[config.mk]
export PLATFORM = sky130hd
export DESIGN_NAME = mcu_io_port_set
export DESIGN_NICKNAME = d
export VERILOG_FILES = /design/src/design/io_port_pkg.sv /design/src/design/pin_sync.sv /design/src/design/mcu_io_port_set.sv
export SDC_FILE = /design/constraint.sdc
export NUM_CORES = 1
export LEC_CHECK = 0
export ABC_CLOCK_PERIOD_IN_PS = 1720
export BUFFER_PORTS_ARGS = -buffer_cell sky130_fd_sc_hd__buf_2
export CAP_MARGIN = 20
export CORE_UTILIZATION = 55
export DETAILED_ROUTE_END_ITERATION = 10
export PLACE_DENSITY_LB_ADDON = 0.08
export SLEW_MARGIN = 20
export SYNTH_ARGS = -nofsm -noshare
export SYNTH_HDL_FRONTEND = slang
export SYNTH_SLANG_ARGS = --single-unit
[constraint.sdc]
create_clock -name clk -period 1.72 [get_ports clk]
set_input_delay 0.086 -clock clk [delete_from_list [all_inputs] [get_ports clk]]
set_output_delay 0.086 -clock clk [all_outputs]
set_load 0.1 [all_outputs]
[src/design/io_port_pkg.sv]
// constants for the general-purpose i/o port set
package io_port_pkg;
  // bus widths
  localparam int ADDR_W = 4;
  localparam int DATA_W = 8;
  // port widths
  localparam int LED_W  = 8;
  localparam int ANA_W  = 8;
  localparam int OSC_W  = 2;
  localparam int AUX_W  = 2;
  localparam int PIN_W  = LED_W + ANA_W + OSC_W + AUX_W;
  // register offsets
  localparam logic [3:0] LED_DATA_OFS = 4'h0;
  localparam logic [3:0] LED_DIR_OFS  = 4'h1;
  localparam logic [3:0] ANA_DATA_OFS = 4'h2;
  localparam logic [3:0] ANA_DIR_OFS  = 4'h3;
  localparam logic [3:0] OSC_DATA_OFS = 4'h4;
  localparam logic [3:0] OSC_DIR_OFS  = 4'h5;
  localparam logic [3:0] AUX_DATA_OFS = 4'h6;
  localparam logic [3:0] AUX_DIR_OFS  = 4'h7;
  localparam logic [3:0] LED_PU_OFS   = 4'h8;
  localparam logic [3:0] ANA_PU_OFS   = 4'h9;
  localparam logic [3:0] MISC_PU_OFS  = 4'hA;
  localparam logic [3:0] LED_HD_OFS   = 4'hB;
  // field positions inside the shared pull-up register
  localparam int MISC_OSC_LSB = 0;
  localparam int MISC_AUX_LSB = 2;
  // bit of the oscillator port that is output only
  localparam int OSC_OUT_ONLY_BIT = 0;
  // values after reset
  localparam logic [7:0] DATA_RST    = 8'h00;
  localparam logic [7:0] DIR_RST     = 8'h00;
  localparam logic [1:0] OSC_DIR_RST = 2'h1;
  localparam logic [7:0] PU_RST      = 8'h00;
  localparam logic [7:0] HD_RST      = 8'h00;
  // synchroniser depth in cycles
  localparam int SYNC_STAGES = 2;
endpackage : io_port_pkg

[src/design/pin_sync.sv]
// two-flop synchroniser for asynchronous pin levels
`timescale 1ns/1ps
`default_nettype none
module pin_sync
  import io_port_pkg::*;
#(
  parameter int WIDTH = 1
)(
  // clock, reset, enable
  input  wire logic             clk,
  input  wire logic             arst_n,
  input  wire logic             ce,
  // pin levels in and synchronised levels out
  input  wire logic [WIDTH-1:0] async_in,
  output var  logic [WIDTH-1:0] sync_out
);
  logic [WIDTH-1:0] meta_r;   // first stage, read only by the second
  logic [WIDTH-1:0] meta_nxt; // next first stage
  logic [WIDTH-1:0] sync_r;   // second stage
  logic [WIDTH-1:0] sync_nxt; // next second stage

  // shift when enabled, hold otherwise
  always_comb
  begin
    meta_nxt = ce ? async_in : meta_r;
    sync_nxt = ce ? meta_r : sync_r;
  end

  // stage registers clear to zero
  always_ff @(posedge clk or negedge arst_n)
  begin
    if (!arst_n)
    begin
      meta_r <= '0;
      sync_r <= '0;
    end
    else
    begin
      meta_r <= meta_nxt;
      sync_r <= sync_nxt;
    end
  end

  assign sync_out = sync_r;
endmodule : pin_sync
`default_nettype wire

[src/design/mcu_io_port_set.sv]
// general-purpose i/o port set with register port
// Summary of operation
// - analog/key port: eight pins, per-pin direction
// - oscillator port: bit0 output only, bit1 directed
// - auxiliary port: two pins, per-pin direction
// - outputs three-state, released when pin is input
// - software pull-up enable per pin
// - led port normal or high drive select
// - strap picks oscillator or port use
// - low reset holds port initial state
//
// Design decisions made here: the address-and-strobe port and the register offsets.
`timescale 1ns/1ps
`default_nettype none
module mcu_io_port_set
  import io_port_pkg::*;
(
  // clock, reset, enable
  input  wire logic              clk,
  input  wire logic              arst_n,
  input  wire logic              ce,
  // register port
  input  wire logic [ADDR_W-1:0] addr,
  input  wire logic [DATA_W-1:0] wdata,
  input  wire logic              wr_stb,
  input  wire logic              rd_stb,
  output var  logic [DATA_W-1:0] rdata,
  // led port pins
  input  wire logic [LED_W-1:0]  led_port_in,
  output var  logic [LED_W-1:0]  led_port_out,
  output var  logic [LED_W-1:0]  led_port_oe,
  output var  logic [LED_W-1:0]  led_port_pu,
  output var  logic [LED_W-1:0]  led_port_hd,
  // analog/key port pins
  input  wire logic [ANA_W-1:0]  analog_key_port_in,
  output var  logic [ANA_W-1:0]  analog_key_port_out,
  output var  logic [ANA_W-1:0]  analog_key_port_oe,
  output var  logic [ANA_W-1:0]  analog_key_port_pu,
  // oscillator-shared port pins
  input  wire logic [OSC_W-1:0]  oscillator_shared_port_in,
  output var  logic [OSC_W-1:0]  oscillator_shared_port_out,
  output var  logic [OSC_W-1:0]  oscillator_shared_port_oe,
  output var  logic [OSC_W-1:0]  oscillator_shared_port_pu,
  // auxiliary port pins
  input  wire logic [AUX_W-1:0]  auxiliary_port_in,
  output var  logic [AUX_W-1:0]  auxiliary_port_out,
  output var  logic [AUX_W-1:0]  auxiliary_port_oe,
  output var  logic [AUX_W-1:0]  auxiliary_port_pu,
  // function-setting strap and its effect
  input  wire logic              osc_strap,
  output var  logic              osc_mode
);
  // software-visible state
  logic [LED_W-1:0] led_dat_r, led_dat_nxt;   // led output latch
  logic [LED_W-1:0] led_dir_r, led_dir_nxt;   // led direction, 1 = output
  logic [ANA_W-1:0] ana_dat_r, ana_dat_nxt;   // analog/key output latch
  logic [ANA_W-1:0] ana_dir_r, ana_dir_nxt;   // analog/key direction
  logic [OSC_W-1:0] osc_dat_r, osc_dat_nxt;   // oscillator port latch
  logic [OSC_W-1:0] osc_dir_r, osc_dir_nxt;   // oscillator port direction
  logic [AUX_W-1:0] aux_dat_r, aux_dat_nxt;   // auxiliary latch
  logic [AUX_W-1:0] aux_dir_r, aux_dir_nxt;   // auxiliary direction
  logic [LED_W-1:0] led_pu_r, led_pu_nxt;     // led pull-ups
  logic [ANA_W-1:0] ana_pu_r, ana_pu_nxt;     // analog/key pull-ups
  logic [7:0]       misc_pu_r, misc_pu_nxt;   // osc and aux pull-ups
  logic [LED_W-1:0] led_hd_r, led_hd_nxt;     // led high drive
  logic [DATA_W-1:0] rdata_r, rdata_nxt;      // read data, one cycle late
  // strap capture
  logic             strap_done_r, strap_done_nxt; // strap taken
  logic             osc_mode_r, osc_mode_nxt;     // oscillator use
  logic [1:0]       strap_cnt_r, strap_cnt_nxt;   // enabled edges since reset, held once the strap is taken
  // synchronised pins, strap in the top bit
  logic [PIN_W:0]   pin_s;
  logic [LED_W-1:0] led_s;
  logic [ANA_W-1:0] ana_s;
  logic [OSC_W-1:0] osc_s;
  logic [AUX_W-1:0] aux_s;
  logic             strap_s;
  // read-back views
  logic [LED_W-1:0] led_view;
  logic [ANA_W-1:0] ana_view;
  logic [OSC_W-1:0] osc_view;
  logic [AUX_W-1:0] aux_view;
  logic [OSC_W-1:0] osc_dir_eff;  // direction with output-only bit forced

  // every pin and the strap pass two flops before use
  pin_sync #(.WIDTH(PIN_W + 1)) u_sync (
    .clk      (clk),
    .arst_n   (arst_n),
    .ce       (ce),
    .async_in ({osc_strap, auxiliary_port_in, oscillator_shared_port_in,
                analog_key_port_in, led_port_in}),
    .sync_out (pin_s)
  );

  assign led_s   = pin_s[LED_W-1:0];
  assign ana_s   = pin_s[LED_W+ANA_W-1:LED_W];
  assign osc_s   = pin_s[LED_W+ANA_W+OSC_W-1:LED_W+ANA_W];
  assign aux_s   = pin_s[PIN_W-1:LED_W+ANA_W+OSC_W];
  assign strap_s = pin_s[PIN_W];

  // output-only bit always reads as output and drives in port use
  always_comb
  begin
    osc_dir_eff = osc_dir_r;
    osc_dir_eff[OSC_OUT_ONLY_BIT] = 1'b1;
  end

  // per-pin view: latch when output, synced level when input
  always_comb
  begin
    led_view = (led_dir_r & led_dat_r) | (~led_dir_r & led_s);
    ana_view = (ana_dir_r & ana_dat_r) | (~ana_dir_r & ana_s);
    osc_view = (osc_dir_eff & osc_dat_r) | (~osc_dir_eff & osc_s);
    aux_view = (aux_dir_r & aux_dat_r) | (~aux_dir_r & aux_s);
  end

  // register writes and read capture
  always_comb
  begin
    led_dat_nxt = led_dat_r;
    led_dir_nxt = led_dir_r;
    ana_dat_nxt = ana_dat_r;
    ana_dir_nxt = ana_dir_r;
    osc_dat_nxt = osc_dat_r;
    osc_dir_nxt = osc_dir_r;
    aux_dat_nxt = aux_dat_r;
    aux_dir_nxt = aux_dir_r;
    led_pu_nxt  = led_pu_r;
    ana_pu_nxt  = ana_pu_r;
    misc_pu_nxt = misc_pu_r;
    led_hd_nxt  = led_hd_r;
    rdata_nxt   = '0; // read data stands only in the cycle after the strobe
    if (wr_stb)
    begin
      unique case (addr)
        LED_DATA_OFS: led_dat_nxt = wdata;
        LED_DIR_OFS:  led_dir_nxt = wdata;
        ANA_DATA_OFS: ana_dat_nxt = wdata;
        ANA_DIR_OFS:  ana_dir_nxt = wdata;
        OSC_DATA_OFS: osc_dat_nxt = wdata[OSC_W-1:0];
        OSC_DIR_OFS:  osc_dir_nxt = wdata[OSC_W-1:0] | OSC_DIR_RST;
        AUX_DATA_OFS: aux_dat_nxt = wdata[AUX_W-1:0];
        AUX_DIR_OFS:  aux_dir_nxt = wdata[AUX_W-1:0];
        LED_PU_OFS:   led_pu_nxt  = wdata;
        ANA_PU_OFS:   ana_pu_nxt  = wdata;
        MISC_PU_OFS:  misc_pu_nxt = {4'h0, wdata[3:0]};
        LED_HD_OFS:   led_hd_nxt  = wdata;
        default:      ; // unmapped writes are dropped
      endcase
    end
    if (rd_stb)
    begin
      unique case (addr)
        LED_DATA_OFS: rdata_nxt = led_view;
        LED_DIR_OFS:  rdata_nxt = led_dir_r;
        ANA_DATA_OFS: rdata_nxt = ana_view;
        ANA_DIR_OFS:  rdata_nxt = ana_dir_r;
        OSC_DATA_OFS: rdata_nxt = {6'h00, osc_view};
        OSC_DIR_OFS:  rdata_nxt = {6'h00, osc_dir_eff};
        AUX_DATA_OFS: rdata_nxt = {6'h00, aux_view};
        AUX_DIR_OFS:  rdata_nxt = {6'h00, aux_dir_r};
        LED_PU_OFS:   rdata_nxt = led_pu_r;
        ANA_PU_OFS:   rdata_nxt = ana_pu_r;
        MISC_PU_OFS:  rdata_nxt = misc_pu_r;
        LED_HD_OFS:   rdata_nxt = led_hd_r;
        default:      rdata_nxt = 8'h00; // unmapped reads answer zero
      endcase
    end
  end

  // strap is non-volatile, so it is taken once after reset and then held;
  // the capture waits until the synchroniser holds the real strap level,
  // since its stages leave reset at zero and would hide a set strap
  always_comb
  begin
    strap_cnt_nxt  = strap_done_r ? strap_cnt_r : strap_cnt_r + 2'h1;
    strap_done_nxt = strap_done_r | (strap_cnt_r == 2'(SYNC_STAGES));
    osc_mode_nxt   = strap_done_r ? osc_mode_r : strap_s;
  end

  // state registers; ce low freezes everything
  always_ff @(posedge clk or negedge arst_n)
  begin
    if (!arst_n)
    begin
      led_dat_r    <= DATA_RST;
      led_dir_r    <= DIR_RST;
      ana_dat_r    <= DATA_RST;
      ana_dir_r    <= DIR_RST;
      osc_dat_r    <= DATA_RST[OSC_W-1:0];
      osc_dir_r    <= OSC_DIR_RST;
      aux_dat_r    <= DATA_RST[AUX_W-1:0];
      aux_dir_r    <= DIR_RST[AUX_W-1:0];
      led_pu_r     <= PU_RST;
      ana_pu_r     <= PU_RST;
      misc_pu_r    <= PU_RST;
      led_hd_r     <= HD_RST;
      rdata_r      <= '0;
      strap_done_r <= 1'b0;
      osc_mode_r   <= 1'b0;
      strap_cnt_r  <= 2'h0;
    end
    else if (ce)
    begin
      led_dat_r    <= led_dat_nxt;
      led_dir_r    <= led_dir_nxt;
      ana_dat_r    <= ana_dat_nxt;
      ana_dir_r    <= ana_dir_nxt;
      osc_dat_r    <= osc_dat_nxt;
      osc_dir_r    <= osc_dir_nxt;
      aux_dat_r    <= aux_dat_nxt;
      aux_dir_r    <= aux_dir_nxt;
      led_pu_r     <= led_pu_nxt;
      ana_pu_r     <= ana_pu_nxt;
      misc_pu_r    <= misc_pu_nxt;
      led_hd_r     <= led_hd_nxt;
      rdata_r      <= rdata_nxt;
      strap_done_r <= strap_done_nxt;
      osc_mode_r   <= osc_mode_nxt;
      strap_cnt_r  <= strap_cnt_nxt;
    end
  end

  // pin drivers: enable only where direction says output
  always_comb
  begin
    led_port_out = led_dat_r;
    led_port_oe  = led_dir_r;
    led_port_pu  = led_pu_r & ~led_dir_r; // pull-up only matters on inputs
    led_port_hd  = led_hd_r & led_dir_r;
    analog_key_port_out = ana_dat_r;
    analog_key_port_oe  = ana_dir_r;
    analog_key_port_pu  = ana_pu_r & ~ana_dir_r;
    // oscillator use hands both pins to the clock circuit
    oscillator_shared_port_out = osc_mode_r ? 2'h0 : osc_dat_r;
    oscillator_shared_port_oe  = osc_mode_r ? 2'h0 : osc_dir_eff;
    oscillator_shared_port_pu  = osc_mode_r ? 2'h0 :
                                 misc_pu_r[MISC_OSC_LSB +: OSC_W] & ~osc_dir_eff;
    auxiliary_port_out = aux_dat_r;
    auxiliary_port_oe  = aux_dir_r;
    auxiliary_port_pu  = misc_pu_r[MISC_AUX_LSB +: AUX_W] & ~aux_dir_r;
    osc_mode = osc_mode_r;
    rdata    = rdata_r;
  end

  logic past_valid_r; // first sampled edge after release
  always_ff @(posedge clk or negedge arst_n)
  begin
    if (!arst_n)
      past_valid_r <= 1'b0;
    else
      past_valid_r <= 1'b1;
  end
endmodule : mcu_io_port_set
`default_nettype wire

==> run metrics <==
Final Slew Violations 0; CTS tree done; Pleak 3.450 nW; peak supply drop 0.001107 V; post-synth top area share 0.5398; I/O Buffers 112; synthesized area per cell 12.95 um2; Reg area 2994 um2; CP required 1.63 ns; Power Density 1502 nW/um2; max cap viols 0; Inst Count DP 677; share of layout cells above drive strength 1 0.5486; Non-Filler Instances 740; final wirelength 14,380 um; total grt overflow 0; Final period util 0.9679; first-pass GRT wire length 22,490 um; Power Total 11.11 mW; FILL cells 662; final setup violating endpoints 0; count leader, synth dfrtp_1; hold_ws 0.04010 ns; Starting Density 0.5670; r2r endpoint rdata[1]$_DFFE_PN0P_; ys async rst share 1.000; worst hold path class primary input to register; post-route ant nets 0; area delta synth->final 34.09%; post-route worst setup slack 0.05513 ns; Clock Sinks 119; crit path DAT 1.58 ns; Tmin final 1.665 ns; Post-DP HPWL 9766 um; vias per inst 5.569; synth cell count leaders dfrtp_1 (119), mux2_2 (108), nor2b_1 (22); vias in the first global route 4,140; register bit total from synthesis 119; Overall Global Routing Usage 0.2975; Core Box Area 9729 um2; dpl ws 0.07076 ns; largest net degree at the start of global routing 82; Antenna Cells 0; clock buffer depth 2; via count 4,121; layout net count 633; worst-path fanout max 5; Syn Inst Count 426; post-layout util 0.7603; synthesized cell area 5517 um2; Fin. Hold Viols 0; Worst Setup End Kind primary output; Slew @ Worst Pin 0.5204 ns; Die ar. 10,430 um2; footprint of the multi-input gates 2547 um2; ranking of synthesized cells by area dfrtp_1 (54%), mux2_2 (22%), mux2i_1 (3.8%); Avg WL per Cell 19.43 um; FF-to-FF path depth 4; Hold Path Sink rdata[0]$_DFFE_PN0P_; clock skew 0.008260 ns; hold path cells 3; register area share after synthesis 0.5398; Row Count 36; violation count after the first detailed-routing iteration 198; die width 102.2 um; clock transition at the registers of the reported paths 0.06 ns; unrepaired setup endpoints after global routing false; DRC 0; final setup TNS 0 ns; Ys Warns 0; kind of critical path register to primary output; post-place instance area 6531 um2; initial antenna violation count 1; FF-to-FF setup slack 0.06 ns; H-tree depth 4; min-delay src ce; Die Y 102.2 um; Worst setup SP type register; unique cell type count in the Yosys netlist 52; worst rel slew slack 0.6531; num ports 115; clock latency on the worst-skew pair 0.52 ns; Inserted Clock Buffers 17; drt first pass iters 4; syn_nets 465; outcome complete, no violations; post-CTS setup buffers 0; Post-synth EDFFs 0; Post-synth top flop dfrtp_1; f_max 600.6 MHz; area leader, netlist dfrtp_1; RD Place Congestion 0.8322; Final Cell Area 7397 um2; CTS root buffer clkbuf_8; Crit Reg-Reg Startpoint led_port_oe[1]$_DFFE_PN0P_
cell usage in the layout (no fill, tap or decap), types with 2 or more instances in the layout:
cell type      Yosys  final
or4_1              3      3
a21o_1             3      3
clkinvlp_4         0      3
a21oi_1            8      8
nor3_1             5      4
dfrtp_2            0     10
mux2_2           108    107
dfrtp_1          119    108
nand2b_1           5      5
buf_4              1     30
or3b_2             5      5
and2_1            10      3
nor2_2             2      2
nor2_1             7      7
dlygate4sd3_1      0     31
o22ai_1            4      4
o21ai_0           14     13
nor4_1             2      2
clkbuf_16          0     16
o2bb2ai_1          7      7
clkbuf_8           0      3
a211oi_1           4      4
nand4b_1           3      3
inv_1              8      8
nand2_1            8      8
mux2i_1           21     21
o32ai_1            4      4
nand3_1            3      3
inv_6              0      7
nor2_4             2      2
nand3b_1           2      2
nor2b_2            0      9
and2_2             0      7
nor3b_1            2      2
buf_2              6    109
nor2b_4            0     12
cells by family (layout without fill, tap and decap cells):
family,Yosys count,after routing,synth area share
multiplexers,130,130,0.2626
flip-flops,119,119,0.5398
AND/OR/NAND/NOR,91,91,0.1055
AO/OA/AOI/OAI,52,52,0.06442
buffers and inverters,31,212,0.02313
adder cells (fa/ha/maj),1,1,0.002268
other,1,1,0.0006798
XOR/XNOR,1,1,0.001588
power breakdown:
part	switching, mW	internal (mW)
sequential	0.531	3.29
clock	1.38	1.89
combinational	3.05	0.971
worst max-delay path, cell delays in order, from the launching register on:
cell,delay (ns)
dfrtp_1,0.46
nor3_4,0.17
buf_2,0.44
registers in the layout, summed over array words and instances, names as in the netlist, 4 cells and up:
signal,count
analog_key_port_oe,8
led_port_oe,8
led_hd_r,8
u_sync.meta_r,20
ana_pu_r,8
led_port_out,8
analog_key_port_out,8
led_pu_r,8
rdata,8
u_sync.sync_out,20
misc_pu_r,4
metal layers:
layer	track usage	wire length (um)	up-vias
li1	-	-	1890
met2	0.4760	7054	147
met4	0.09890	232	0
met1	0.3995	6213	2063
met3	0.07387	881	21
met5	0	0	-
layout make-up:
type / instances / share of cell area
Multi-Input combinational cell: 276 / 0.3444
Clock inverter: 13 / 0.01472
Sequential cell: 119 / 0.4048
Clock buffer: 19 / 0.05971
Timing Repair Buffer: 172 / 0.1499
Inverter: 8 / 0.004060
Tap cell: 133 / 0.02250
how the worst max path moves through the flow:
stage                     depth (start not counted)                        from  slack [ns]                      endpoint
after floorplan                                   1  led_port_oe[4]$_DFFE_PN0P_       -0.10                led_port_pu[4]
after global placement                            4  led_port_oe[1]$_DFFE_PN0P_        0.09          rdata[1]$_DFFE_PN0P_
after detailed placement                          4  led_port_oe[1]$_DFFE_PN0P_        0.07          rdata[1]$_DFFE_PN0P_
after CTS                                         2    osc_dir_r[1]$_DFFE_PN0P_        0.04  oscillator_shared_port_pu[1]
after global routing                              2  led_port_oe[1]$_DFFE_PN0P_        0.01                led_port_pu[1]
final                                             2    osc_dir_r[1]$_DFFE_PN0P_        0.06  oscillator_shared_port_pu[1]
what timing repair did:
action                     in CTS  in global routing
pin swaps                       0                  0
hold buffers                   31                  0
hold endpoints to repair      200                  0
resized for setup               1                  1
setup endpoints to repair       1                  1
Note: power is estimated with default switching activity, not from simulation.
